### src/design/perf_cnt_pkg.sv
// Constants, register map and helpers for the line performance error counters.
// Assumes a 100 MHz system clock and an AXI4-Lite master with 32-bit data.
package perf_cnt_pkg;

  // ==========================================================
  // Widths
  localparam int CNT_W = 16;
  localparam int AXI_AW = 10;
  localparam int AXI_DW = 32;
  localparam logic [CNT_W-1:0] CNT_MAX = 16'hffff;
  localparam logic [CNT_W-1:0] CNT_RST = 16'h0000;

  // ==========================================================
  // Register indices; byte address is four times the index
  localparam logic [7:0] IDX_BPV = 8'h18;
  localparam logic [7:0] IDX_EXZ = 8'h1a;
  localparam logic [7:0] IDX_FRM = 8'h1c;
  localparam logic [7:0] IDX_CRC = 8'h1e;
  localparam logic [7:0] IDX_CTRL = 8'h20;
  localparam logic [7:0] IDX_STAT = 8'h21;

  // ==========================================================
  // Control register fields
  localparam int CTRL_AUTO_BIT = 0;
  localparam int CTRL_MANUAL_BIT = 1;
  localparam int CTRL_SELECT_BIT = 2;
  localparam int CTRL_GATE_BIT = 3;
  localparam logic CTRL_AUTO_RST = 1'b1;
  localparam logic CTRL_SELECT_RST = 1'b0;
  localparam logic CTRL_GATE_RST = 1'b0;
  localparam int STAT_LOF_BIT = 0;

  // ==========================================================
  // Bus responses
  localparam logic [1:0] RESP_OKAY = 2'b00;
  localparam logic [1:0] RESP_SLVERR = 2'b10;

  // ==========================================================
  // Timing and thresholds
  localparam int CLK_PERIOD_NS = 10;
  localparam int UPDATE_PERIOD_MS = 1000;
  localparam int UPDATE_CYCLES = (UPDATE_PERIOD_MS * 1000000) / CLK_PERIOD_NS;
  localparam logic [3:0] EXZ_THRESH = 4'h8;
  localparam logic [2:0] LOF_SET_MF = 3'h7;
  localparam logic [2:0] LOF_CLR_MF = 3'h3;

  typedef enum logic {FRAME_OK, FRAME_LOST} frame_st_t;

  function automatic logic [AXI_AW-1:0] byte_addr(input logic [7:0] idx);
    byte_addr = {idx, 2'b00};
  endfunction

endpackage

### src/design/line_perf_counters.sv
// Four line performance error counters with an AXI4-Lite register slave.
// Assumes receive-side strobes come from logic on CLK; the update pin is asynchronous.
`timescale 1ns/1ps
module line_perf_counters
  import perf_cnt_pkg::*;
#(
  parameter int UPDATE_CYCLES_P = UPDATE_CYCLES
)
(
  input wire logic CLK,
  input wire logic SRST,
  input wire logic RX_BIT_EN,
  input wire logic RX_POS,
  input wire logic RX_NEG,
  input wire logic RX_ZS_CODEWORD,
  input wire logic MF_DONE,
  input wire logic MF_FAS_OK,
  input wire logic FBIT_ERR,
  input wire logic CRC_ERR,
  input wire logic COUNTER_UPDATE_PIN,
  output logic LOF_STATE,
  input wire logic [AXI_AW-1:0] AWADDR,
  input wire logic [2:0] AWPROT,
  input wire logic AWVALID,
  output logic AWREADY,
  input wire logic [AXI_DW-1:0] WDATA,
  input wire logic [3:0] WSTRB,
  input wire logic WVALID,
  output logic WREADY,
  output logic [1:0] BRESP,
  output logic BVALID,
  input wire logic BREADY,
  input wire logic [AXI_AW-1:0] ARADDR,
  input wire logic [2:0] ARPROT,
  input wire logic ARVALID,
  output logic ARREADY,
  output logic [AXI_DW-1:0] RDATA,
  output logic [1:0] RRESP,
  output logic RVALID,
  input wire logic RREADY
);

  // ==========================================================
  // Update pin synchroniser and edge
  logic pin_s1_q;
  logic pin_s2_q;
  logic pin_s3_q;

  always_ff @(posedge CLK)
  begin
    if (SRST)
    begin
      pin_s1_q <= 1'b0;
      pin_s2_q <= 1'b0;
      pin_s3_q <= 1'b0;
    end
    else
    begin
      pin_s1_q <= COUNTER_UPDATE_PIN;
      pin_s2_q <= pin_s1_q;
      pin_s3_q <= pin_s2_q;
    end
  end

  // ==========================================================
  // Control register
  logic auto_q;
  logic auto_d;
  logic select_q;
  logic select_d;
  logic gate_q;
  logic gate_d;
  logic manual_q;
  logic manual_d;
  logic wr_fire;
  logic [AXI_AW-1:0] waddr_q;
  logic [AXI_DW-1:0] wdata_q;
  logic [3:0] wstrb_q;

  always_comb
  begin
    auto_d = auto_q;
    select_d = select_q;
    gate_d = gate_q;
    manual_d = 1'b0;
    if (wr_fire && waddr_q == byte_addr(IDX_CTRL) && wstrb_q[0])
    begin
      auto_d = wdata_q[CTRL_AUTO_BIT];
      select_d = wdata_q[CTRL_SELECT_BIT];
      gate_d = wdata_q[CTRL_GATE_BIT];
      manual_d = wdata_q[CTRL_MANUAL_BIT];
    end
  end

  always_ff @(posedge CLK)
  begin
    if (SRST)
    begin
      auto_q <= CTRL_AUTO_RST;
      select_q <= CTRL_SELECT_RST;
      gate_q <= CTRL_GATE_RST;
      manual_q <= 1'b0;
    end
    else
    begin
      auto_q <= auto_d;
      select_q <= select_d;
      gate_q <= gate_d;
      manual_q <= manual_d;
    end
  end

  // ==========================================================
  // Update event: one-second timer, or manual command or update pin rising edge
  logic [31:0] tmr_q;
  logic [31:0] tmr_d;
  logic upd_q;
  logic upd_d;

  always_comb
  begin
    tmr_d = tmr_q;
    upd_d = 1'b0;
    if (auto_q)
    begin
      if (tmr_q == 32'(UPDATE_CYCLES_P - 1))
      begin
        tmr_d = 32'h0;
        upd_d = 1'b1;
      end
      else
      begin
        tmr_d = tmr_q + 32'h1;
      end
    end
    else
    begin
      tmr_d = 32'h0;
      upd_d = manual_q || (pin_s2_q && !pin_s3_q);
    end
  end

  always_ff @(posedge CLK)
  begin
    if (SRST)
    begin
      tmr_q <= 32'h0;
      upd_q <= 1'b0;
    end
    else
    begin
      tmr_q <= tmr_d;
      upd_q <= upd_d;
    end
  end

  // ==========================================================
  // Line event detection
  logic last_pos_q;
  logic last_pos_d;
  logic seen_mark_q;
  logic seen_mark_d;
  logic [3:0] zrun_q;
  logic [3:0] zrun_d;
  logic bpv_q;
  logic bpv_d;
  logic exz_q;
  logic exz_d;
  logic mark;

  always_comb
  begin
    mark = RX_POS || RX_NEG;
    last_pos_d = last_pos_q;
    seen_mark_d = seen_mark_q;
    zrun_d = zrun_q;
    bpv_d = 1'b0;
    exz_d = 1'b0;
    if (RX_BIT_EN)
    begin
      if (mark)
      begin
        if (seen_mark_q && RX_POS == last_pos_q && !RX_ZS_CODEWORD)
        begin
          bpv_d = 1'b1;
        end
        last_pos_d = RX_POS;
        seen_mark_d = 1'b1;
        zrun_d = 4'h0;
      end
      else if (zrun_q != EXZ_THRESH)
      begin
        zrun_d = zrun_q + 4'h1;
        exz_d = (zrun_q == EXZ_THRESH - 4'h1);
      end
    end
  end

  always_ff @(posedge CLK)
  begin
    if (SRST)
    begin
      last_pos_q <= 1'b0;
      seen_mark_q <= 1'b0;
      zrun_q <= 4'h0;
      bpv_q <= 1'b0;
      exz_q <= 1'b0;
    end
    else
    begin
      last_pos_q <= last_pos_d;
      seen_mark_q <= seen_mark_d;
      zrun_q <= zrun_d;
      bpv_q <= bpv_d;
      exz_q <= exz_d;
    end
  end

  // ==========================================================
  // Framing and checksum sources
  logic lof;
  logic lof_start;
  logic frm_inc;
  logic crc_inc;

  perf_lof_monitor u_lof (
    .clk(CLK),
    .srst(SRST),
    .mf_done(MF_DONE),
    .mf_ok(MF_FAS_OK),
    .lof(lof),
    .lof_start(lof_start)
  );

  assign frm_inc = select_q ? (FBIT_ERR && !(gate_q && lof)) : lof_start;
  assign crc_inc = CRC_ERR && !(gate_q && lof);

  // ==========================================================
  // Counters
  logic [3:0] inc_vec;
  logic [CNT_W-1:0] snap [4];

  assign inc_vec = {crc_inc, frm_inc, exz_q, bpv_q};

  for (genvar i = 0; i < 4; i++)
  begin : g_cnt
    perf_sat_counter u_cnt (
      .clk(CLK),
      .srst(SRST),
      .inc(inc_vec[i]),
      .update(upd_q),
      .snap(snap[i])
    );
  end

  // ==========================================================
  // AXI4-Lite write channel
  logic aw_have_q;
  logic aw_have_d;
  logic w_have_q;
  logic w_have_d;
  logic awready_q;
  logic awready_d;
  logic wready_q;
  logic wready_d;
  logic bvalid_q;
  logic bvalid_d;
  logic [1:0] bresp_q;
  logic [1:0] bresp_d;
  logic [AXI_AW-1:0] waddr_d;
  logic [AXI_DW-1:0] wdata_d;
  logic [3:0] wstrb_d;

  always_comb
  begin
    aw_have_d = aw_have_q;
    w_have_d = w_have_q;
    waddr_d = waddr_q;
    wdata_d = wdata_q;
    wstrb_d = wstrb_q;
    bvalid_d = bvalid_q;
    bresp_d = bresp_q;
    wr_fire = 1'b0;
    if (AWVALID && awready_q)
    begin
      aw_have_d = 1'b1;
      waddr_d = AWADDR;
    end
    if (WVALID && wready_q)
    begin
      w_have_d = 1'b1;
      wdata_d = WDATA;
      wstrb_d = WSTRB;
    end
    if (aw_have_q && w_have_q && !bvalid_q)
    begin
      wr_fire = 1'b1;
      aw_have_d = 1'b0;
      w_have_d = 1'b0;
      bvalid_d = 1'b1;
      bresp_d = (waddr_q == byte_addr(IDX_CTRL)) ? RESP_OKAY : RESP_SLVERR;
    end
    if (bvalid_q && BREADY)
    begin
      bvalid_d = 1'b0;
    end
    awready_d = !aw_have_d && !bvalid_d;
    wready_d = !w_have_d && !bvalid_d;
  end

  always_ff @(posedge CLK)
  begin
    if (SRST)
    begin
      aw_have_q <= 1'b0;
      w_have_q <= 1'b0;
      waddr_q <= '0;
      wdata_q <= '0;
      wstrb_q <= 4'h0;
      awready_q <= 1'b0;
      wready_q <= 1'b0;
      bvalid_q <= 1'b0;
      bresp_q <= RESP_OKAY;
    end
    else
    begin
      aw_have_q <= aw_have_d;
      w_have_q <= w_have_d;
      waddr_q <= waddr_d;
      wdata_q <= wdata_d;
      wstrb_q <= wstrb_d;
      awready_q <= awready_d;
      wready_q <= wready_d;
      bvalid_q <= bvalid_d;
      bresp_q <= bresp_d;
    end
  end

  // ==========================================================
  // AXI4-Lite read channel
  logic arready_q;
  logic arready_d;
  logic rvalid_q;
  logic rvalid_d;
  logic [AXI_DW-1:0] rdata_q;
  logic [AXI_DW-1:0] rdata_d;
  logic [1:0] rresp_q;
  logic [1:0] rresp_d;
  logic lof_q;

  always_comb
  begin
    rvalid_d = rvalid_q;
    rdata_d = rdata_q;
    rresp_d = rresp_q;
    if (rvalid_q && RREADY)
    begin
      rvalid_d = 1'b0;
    end
    if (ARVALID && arready_q)
    begin
      rvalid_d = 1'b1;
      rresp_d = RESP_OKAY;
      rdata_d = '0;
      case (ARADDR)
        byte_addr(IDX_BPV): rdata_d = {16'h0, snap[0]};
        byte_addr(IDX_EXZ): rdata_d = {16'h0, snap[1]};
        byte_addr(IDX_FRM): rdata_d = {16'h0, snap[2]};
        byte_addr(IDX_CRC): rdata_d = {16'h0, snap[3]};
        byte_addr(IDX_CTRL):
        begin
          rdata_d[CTRL_AUTO_BIT] = auto_q;
          rdata_d[CTRL_SELECT_BIT] = select_q;
          rdata_d[CTRL_GATE_BIT] = gate_q;
        end
        byte_addr(IDX_STAT): rdata_d[STAT_LOF_BIT] = lof;
        default: rresp_d = RESP_SLVERR;
      endcase
    end
    arready_d = !rvalid_d;
  end

  always_ff @(posedge CLK)
  begin
    if (SRST)
    begin
      arready_q <= 1'b0;
      rvalid_q <= 1'b0;
      rdata_q <= '0;
      rresp_q <= RESP_OKAY;
      lof_q <= 1'b0;
    end
    else
    begin
      arready_q <= arready_d;
      rvalid_q <= rvalid_d;
      rdata_q <= rdata_d;
      rresp_q <= rresp_d;
      lof_q <= lof;
    end
  end

  assign AWREADY = awready_q;
  assign WREADY = wready_q;
  assign BVALID = bvalid_q;
  assign BRESP = bresp_q;
  assign ARREADY = arready_q;
  assign RVALID = rvalid_q;
  assign RDATA = rdata_q;
  assign RRESP = rresp_q;
  assign LOF_STATE = lof_q;

endmodule

### src/design/perf_sat_counter.sv
// One saturating error counter with a host-visible snapshot.
// Assumes inc and update are one-cycle pulses on the same clock.
`timescale 1ns/1ps
module perf_sat_counter
  import perf_cnt_pkg::*;
(
  input wire logic clk,
  input wire logic srst,
  input wire logic inc,
  input wire logic update,
  output logic [CNT_W-1:0] snap
);

  logic [CNT_W-1:0] cnt_q;
  logic [CNT_W-1:0] cnt_d;
  logic [CNT_W-1:0] snap_q;
  logic [CNT_W-1:0] snap_d;
  logic [CNT_W-1:0] sum;

  // ==========================================================
  // Count and snapshot
  always_comb
  begin
    sum = (inc && cnt_q != CNT_MAX) ? cnt_q + 16'h0001 : cnt_q;
    cnt_d = update ? CNT_RST : sum;
    snap_d = update ? sum : snap_q;
  end

  always_ff @(posedge clk)
  begin
    if (srst)
    begin
      cnt_q <= CNT_RST;
      snap_q <= CNT_RST;
    end
    else
    begin
      cnt_q <= cnt_d;
      snap_q <= snap_d;
    end
  end

  assign snap = snap_q;

endmodule

### src/design/perf_lof_monitor.sv
// Loss-of-frame tracker driven by per-multiframe alignment results.
// Assumes mf_done pulses once per received multiframe with mf_ok valid.
`timescale 1ns/1ps
module perf_lof_monitor
  import perf_cnt_pkg::*;
(
  input wire logic clk,
  input wire logic srst,
  input wire logic mf_done,
  input wire logic mf_ok,
  output logic lof,
  output logic lof_start
);

  frame_st_t st_q;
  frame_st_t st_d;
  logic [2:0] run_q;
  logic [2:0] run_d;
  logic start_q;
  logic start_d;

  // ==========================================================
  // Bad and good multiframe runs
  always_comb
  begin
    st_d = st_q;
    run_d = run_q;
    start_d = 1'b0;
    if (mf_done)
    begin
      case (st_q)
        FRAME_OK:
        begin
          run_d = mf_ok ? 3'h0 : run_q + 3'h1;
          if (!mf_ok && run_q == LOF_SET_MF - 3'h1)
          begin
            st_d = FRAME_LOST;
            run_d = 3'h0;
            start_d = 1'b1;
          end
        end
        FRAME_LOST:
        begin
          run_d = mf_ok ? run_q + 3'h1 : 3'h0;
          if (mf_ok && run_q == LOF_CLR_MF - 3'h1)
          begin
            st_d = FRAME_OK;
            run_d = 3'h0;
          end
        end
        default:
        begin
          st_d = FRAME_OK;
          run_d = 3'h0;
        end
      endcase
    end
  end

  always_ff @(posedge clk)
  begin
    if (srst)
    begin
      st_q <= FRAME_OK;
      run_q <= 3'h0;
      start_q <= 1'b0;
    end
    else
    begin
      st_q <= st_d;
      run_q <= run_d;
      start_q <= start_d;
    end
  end

  assign lof = (st_q == FRAME_LOST);
  assign lof_start = start_q;

endmodule

### config.mk
export PLATFORM = sky130hd
export DESIGN_NAME = line_perf_counters
export DESIGN_NICKNAME = d
export VERILOG_FILES = /design/src/design/perf_cnt_pkg.sv /design/src/design/line_perf_counters.sv /design/src/design/perf_sat_counter.sv /design/src/design/perf_lof_monitor.sv
export SDC_FILE = /design/constraint.sdc
export NUM_CORES = 1
export LEC_CHECK = 0
export BUFFER_PORTS_ARGS = -buffer_cell sky130_fd_sc_hd__buf_2
export CAP_MARGIN = 20
export CORE_ASPECT_RATIO = 0.75
export CORE_MARGIN = 8
export CORE_UTILIZATION = 40
export DETAILED_ROUTE_END_ITERATION = 10
export PLACE_DENSITY_LB_ADDON = 0.25
export SETUP_SLACK_MARGIN = 0.3
export SYNTH_ARGS = -nofsm -noshare
export SYNTH_HDL_FRONTEND = slang
export SYNTH_SLANG_ARGS = --single-unit
### constraint.sdc
create_clock -name CLK -period 2.4 [get_ports CLK]
set_clock_uncertainty 0.15 [all_clocks]
set_input_delay 0.72 -clock CLK [delete_from_list [all_inputs] [get_ports CLK]]
set_output_delay 0.72 -clock CLK [all_outputs]
set_load 0.01 [all_outputs]
**After elaboration in Yosys (flattened, before gate mapping)**

Index checks and enable logic that the tools add are counted.

- Register bits after elaboration: 240
- Output and inout bits: 42
- Word-level logic and storage cells: 147
- Input bits: 78

- Reduce and logical (&&, ||, !) cells: 44
- Mux-type cells: 33
- Eq/ne operators: 17
- Bitwise operators: 7
- Add/sub/neg operators: 7

Operators by type and width:

| kind | number |
|---|---|
| 16-bit by 1-bit adder with 16-bit output (second input constant) | 4 |
| 16-bit 2-to-1 mux | 4 |
| 16-bit inequality test (second input constant) | 4 |
| 12-bit one-hot mux with 4 select lines | 1 |
| 10-bit by 7-bit == test with 1-bit output (second input constant) | 4 |
| 32-bit by 1-bit adder with 32-bit output (second input constant) | 1 |
| 32-bit by 27-bit == test with 1-bit output (second input constant) | 1 |
| 10-bit by 8-bit == test with 1-bit output (second input constant) | 3 |
| 1-bit logical AND | 23 |
| 1-bit 2-to-1 mux | 15 |
| 3-bit 2-to-1 mux | 4 |
| 2-bit one-hot mux with 5 select lines | 1 |
| 1-bit zero test | 9 |
| 3-bit OR reduction | 3 |
| 4-bit 2-to-1 mux | 2 |
| 1-bit NOT | 7 |
| 1-bit one-hot mux with 6 select lines | 1 |
| 3-bit one-hot mux with 2 select lines | 1 |
| 6-bit OR reduction | 1 |
| 4-bit by 1-bit adder with 4-bit output (second input constant) | 1 |
| 4-bit by 3-bit == test with 1-bit output (second input constant) | 1 |
| 2-bit 2-to-1 mux | 2 |
| 4-bit inequality test (second input constant) | 1 |
| 1-bit one-hot mux with 4 select lines | 1 |
| 10 further kinds | 13 |

**Longest topological paths before layout**

- Depth in word-level cells: 7
- Mapped depth: 7
- Mapped depth without buffers: 7

**Cells and area by module**

From an unflattened synthesis, not the netlist that was laid out.

- Cell total of the unflattened synthesis: 1,222
- Area total of the unflattened synthesis: 10,751.6 µm²

Modules (own cells, without submodules):

| module | cells an instance | times used | area each (µm²) | sequential area each (µm²) |
|---|---|---|---|---|
| perf_sat_counter at g_cnt[0].u_cnt ... | 189 | 3 | 1,610.3 | 640.6 |
| line_perf_counters | 443 | 1 | 4,113.9 | 1,781.7 |
| perf_sat_counter at g_cnt[3].u_cnt | 186 | 1 | 1,551.5 | 640.6 |
| perf_lof_monitor | 26 | 1 | 255.2 | 100.1 |

**Worst setup path after synthesis**

No wires, ideal clock.

- Path type: input to register
- Start: input port ARADDR[4]
- End: register rdata_q[5] (netlist: RDATA[5])
- Buffers on the path: 2
- Data required time: 2.122 ns
- Stages on the path: 5
- Slack: -0.055 ns
- Setup time: 0.128 ns
- Arrival: 2.177 ns
- Path through: clkbuf_1 -> buf_2 -> mux4_2 -> a22oi_1 -> nor2_1

- Longest elaborated chain between the ends: 2
- Elaborated cells between the ends (all ways): 5
- Classes of those cells: eq/ne: 4; mux: 1

Ends and longest elaborated chain:

| item | RTL line | text |
|---|---|---|
| start: declaration | line_perf_counters.sv:33 | `input wire logic [AXI_AW-1:0] ARADDR,` |
| 10-bit by 7-bit == test with 1-bit output | line_perf_counters.sv:365 | `case (ARADDR)` |
| 12-bit one-hot mux with 4 select lines (*) | line_perf_counters.sv:365 |  |
| end signal: assignment | line_perf_counters.sv:397 | `rdata_q <= rdata_d;` |
| end: declaration | line_perf_counters.sv:345 | `logic [AXI_DW-1:0] rdata_q;` |

Mark *: on every way between the ends. The rest lies on a longest branch, timed or not.
A chain may end at the register's enable or synchronous reset.

**Worst setup path after layout**

- Start: register tmr_q[2]
- End: register tmr_q[31]

- Longest elaborated chain between the ends: 2
- Elaborated cells between the ends (all ways): 3
- Classes of those cells: add/sub: 1; eq/ne: 1; reduce/logical: 1

Ends and longest elaborated chain:

| item | RTL line | text |
|---|---|---|
| start: declaration | line_perf_counters.sv:115 | `logic [31:0] tmr_q;` |
| start signal: assignment | line_perf_counters.sv:152 | `tmr_q <= tmr_d;` |
| branches (longest 2 deep; another with 32-bit by 1-bit adder with 32-bit output) | -- |  |

Several ways; the timed one is not identified.

==> impl_metrics.yaml <==
outcome:
  status: "finished, final reports clean"
floorplan:
  die_w_um: 196
  core-area_um2: 23900
  dieArea_um2: 29600
  die_h_um: 151
  initial_utilization_pct: 40.7
  rows: 49
  ios: 120
worst_setup_path:
  crit_type: "reg -> reg"
  arrival_ns: 2.41
  required_ns: 2.70
  r2r_slack_ns: 0.29
  worstSetupStartpointType: "register"
  end_kind: "register"
  path_max_fanout: 5
clocking:
  cts_tree: "done"
  cts.path.max_buffers: 3
  clk_latency_ns: 0.52
  clk_pin_slew_worst_paths_ns: 0.06
  clock-sinks: 222
  cts_root_buf: "clkbuf_16"
  cts_buffers: 23
  ctsHoldBuffers: 0
  htree_levels: 1
timing:
  slew_headroom_pct: 52.0
  rsz0062_at_grt: "yes"
  tns_ns: 0
  period_share_pct: 87.9
  period_minus_slack_ns: 2.11
  tightestPinTransition_ns: 0.719
  timing_hold_violations_final: 0
  setup_violations: 0
  max_freq_mhz: 474
  drv_slew: 0
grt:
  grt_max_degree: 89
  grt_pass1_vias: 7191
  overflow: 0
  grt_pass1_wl_mm: 38.4
  grt_use_total_pct: 15.8
  antenna_found_initial: 0
finish:
  num_antenna_cells: 0
  finalInstanceArea_um2: 11400
  area_growth_pct: 17.1
  nets: 1248
  num-fill-cells: 2343
  final_util_pct: 47.6
  drive_gt1_share_pct: 17.4
power:
  ir_worst_vdd_mv: 0.429
  p_leak_nw: 4.00
  power_density_nw_per_um2: 661
placement:
  place_area_um2: 10500
  io_buffers: 64
  place.gp.congestion: 0.867
  hpwl_mm: 17.4
routing:
  initialDrtViolationCount: 603
  dr_total_vias: 8113
  detail_route.wirelength_mm: 24.4
  avgViaCountPerCell: 5.47
  wire_per_inst_um: 16.4
  firstDrtPassIters: 5
  ant_nets: 0
  route.detailed.drc: 0
flow_run:
  drv_cap: 0
logic_synthesis:
  ys_seq_area_share_pct: 45.7
  synth-edff-count: 0
  synth_top_area_share_pct: 45.7
  synth-async-reset-ratio_pct: 0
  synth_warnings: 0
  syn_area_um2: 9730
  syn_inst: 1093
  synth.area.top_cells: "dfxtp_1 (46%), nor2_1 (7.3%), a211oi_1 (4.1%)"
  yosysUniqueCellTypes: 61
  synth_top_area_cell: "dfxtp_1"
  ys_seq_elements: 222
  ys.flop_type: "dfxtp_1"
  post_synth.cell_area_avg_um2: 8.90
min_path:
  hp-class: "in -> reg"
## cell type report
class / instances / area (um^2) / area share, %
multi-input cells: 803 / 5130 / 45.1
flip-flops and latches: 222 / 4460 / 39.1
clock buffers: 30 / 643 / 5.65
repair buffers: 98 / 628 / 5.52
well taps: 306 / 383 / 3.36
clock inverters: 11 / 93.8 / 0.824
inverters: 13 / 48.8 / 0.428
## cell usage after synthesis, types with 3 or more instances
cell type and count:
o211ai_1 9, xor2_1 37, xnor2_1 27, buf_1 6
nor4_1 26, nand3_1 49, nor4b_1 3, dfxtp_1 222
nand2_1 70, and3_1 23, nor2_1 190, a32o_1 7
a21o_1 4, mux4_2 16, o2111ai_1 4, mux2i_1 10
nor3_1 32, a21oi_1 34, nand4_1 30, nand2b_1 18
clkbuf_1 46, a211oi_1 53, ha_1 9, a22oi_1 16
or2_2 4, a2bb2oi_1 4, a311oi_1 3, nor2b_1 8
inv_1 13, o21ai_0 24, and2_1 7, buf_4 18
nor3b_1 12, o22ai_1 8, and4_1 9, or3_1 6
## flip-flops by register name (all words and copies together), names as in the netlist, 3 cells and up
name / cells
RDATA: 16
g_cnt.u_cnt.cnt_q: 64
g_cnt.u_cnt.snap: 64
tmr_q: 32
u_lof.run_q: 3
waddr_q: 10
wdata_q: 4
zrun_q: 4
## critical path, stage by stage, from the launching register on
cell and delay (ns):
dfxtp_1 0.38, nand3_1 0.21, or3_4 0.43, or3_4 0.40
or3_1 0.35, a21oi_1 0.14
## through the flow
| step | instances | hold WS (ns) | power (mW) | worst slack [ns] |
|---|---|---|---|---|
| floorplan | 1110 | 0.264 | 4.03 | 0.322 |
| global placement | 1439 | 0.281 | 4.11 | 0.184 |
| detailed placement | 1439 | 0.290 | 4.12 | 0.147 |
| CTS | 1482 | 0.259 | 7.61 | 0.301 |
| global route | 1483 | 0.263 | 7.79 | 0.224 |
| finish | 1483 | 0.278 | 7.53 | 0.290 |
## cell families (layout without fill, tap and decap cells)
logic type	Yosys count	after routing	synth area share, %
mux	28	28	4.97
buf+inv	85	152	4.00
xor+xnor	64	64	5.76
compound gates	184	184	13.1
simple gates	500	500	25.3
flops	222	222	45.7
other cells	1	18	0.0386
fa+ha+maj	9	9	1.16
## power breakdown
part / internal [mW] / switching, mW
Combinational: 0.111 / 0.183
Clock: 2.01 / 1.48
Sequential: 3.72 / 0.0259
Total: 5.84 / 1.69
## repair_timing
action	4_1_cts	5_1_grt
setup endpoints to repair	16	77
hold endpoints to repair	0	0
gates resized for setup	8	36
setup buffers	2	1
pin swaps	2	3
## path summary, 6_finish.rpt
check | endpoint | cells after the start | from
setup / recovery | tmr_q[31] | 5 | tmr_q[2]
hold / removal | pin_s1_q | 2 | COUNTER_UPDATE_PIN
setup reg to reg | tmr_q[31] | 5 | tmr_q[2]
hold reg to reg | tmr_q[0] | 1 | tmr_q[0]
## routing by layer
layer	vias to the layer above	routed length, um	GRT usage [%]
met4	0	437	3.67
met5	-	0	0
met1	3814	13300	24.7
li1	4041	-	-
met3	29	1420	2.73
met2	229	9270	21.7
## cell usage in the layout (no fill, tap or decap), types with 24 or more instances in the layout
cell,synthesis,routed
dfxtp_1,222,213
nor2_1,190,189
nand2_1,70,70
buf_2,2,63
a211oi_1,53,52
nand3_1,49,48
xor2_1,37,36
a21oi_1,34,34
buf_4,18,31
nand4_1,30,30
nor3_1,32,29
xnor2_1,27,27
clkbuf_16,0,24
Note: power is estimated with default switching activity, not from simulation.
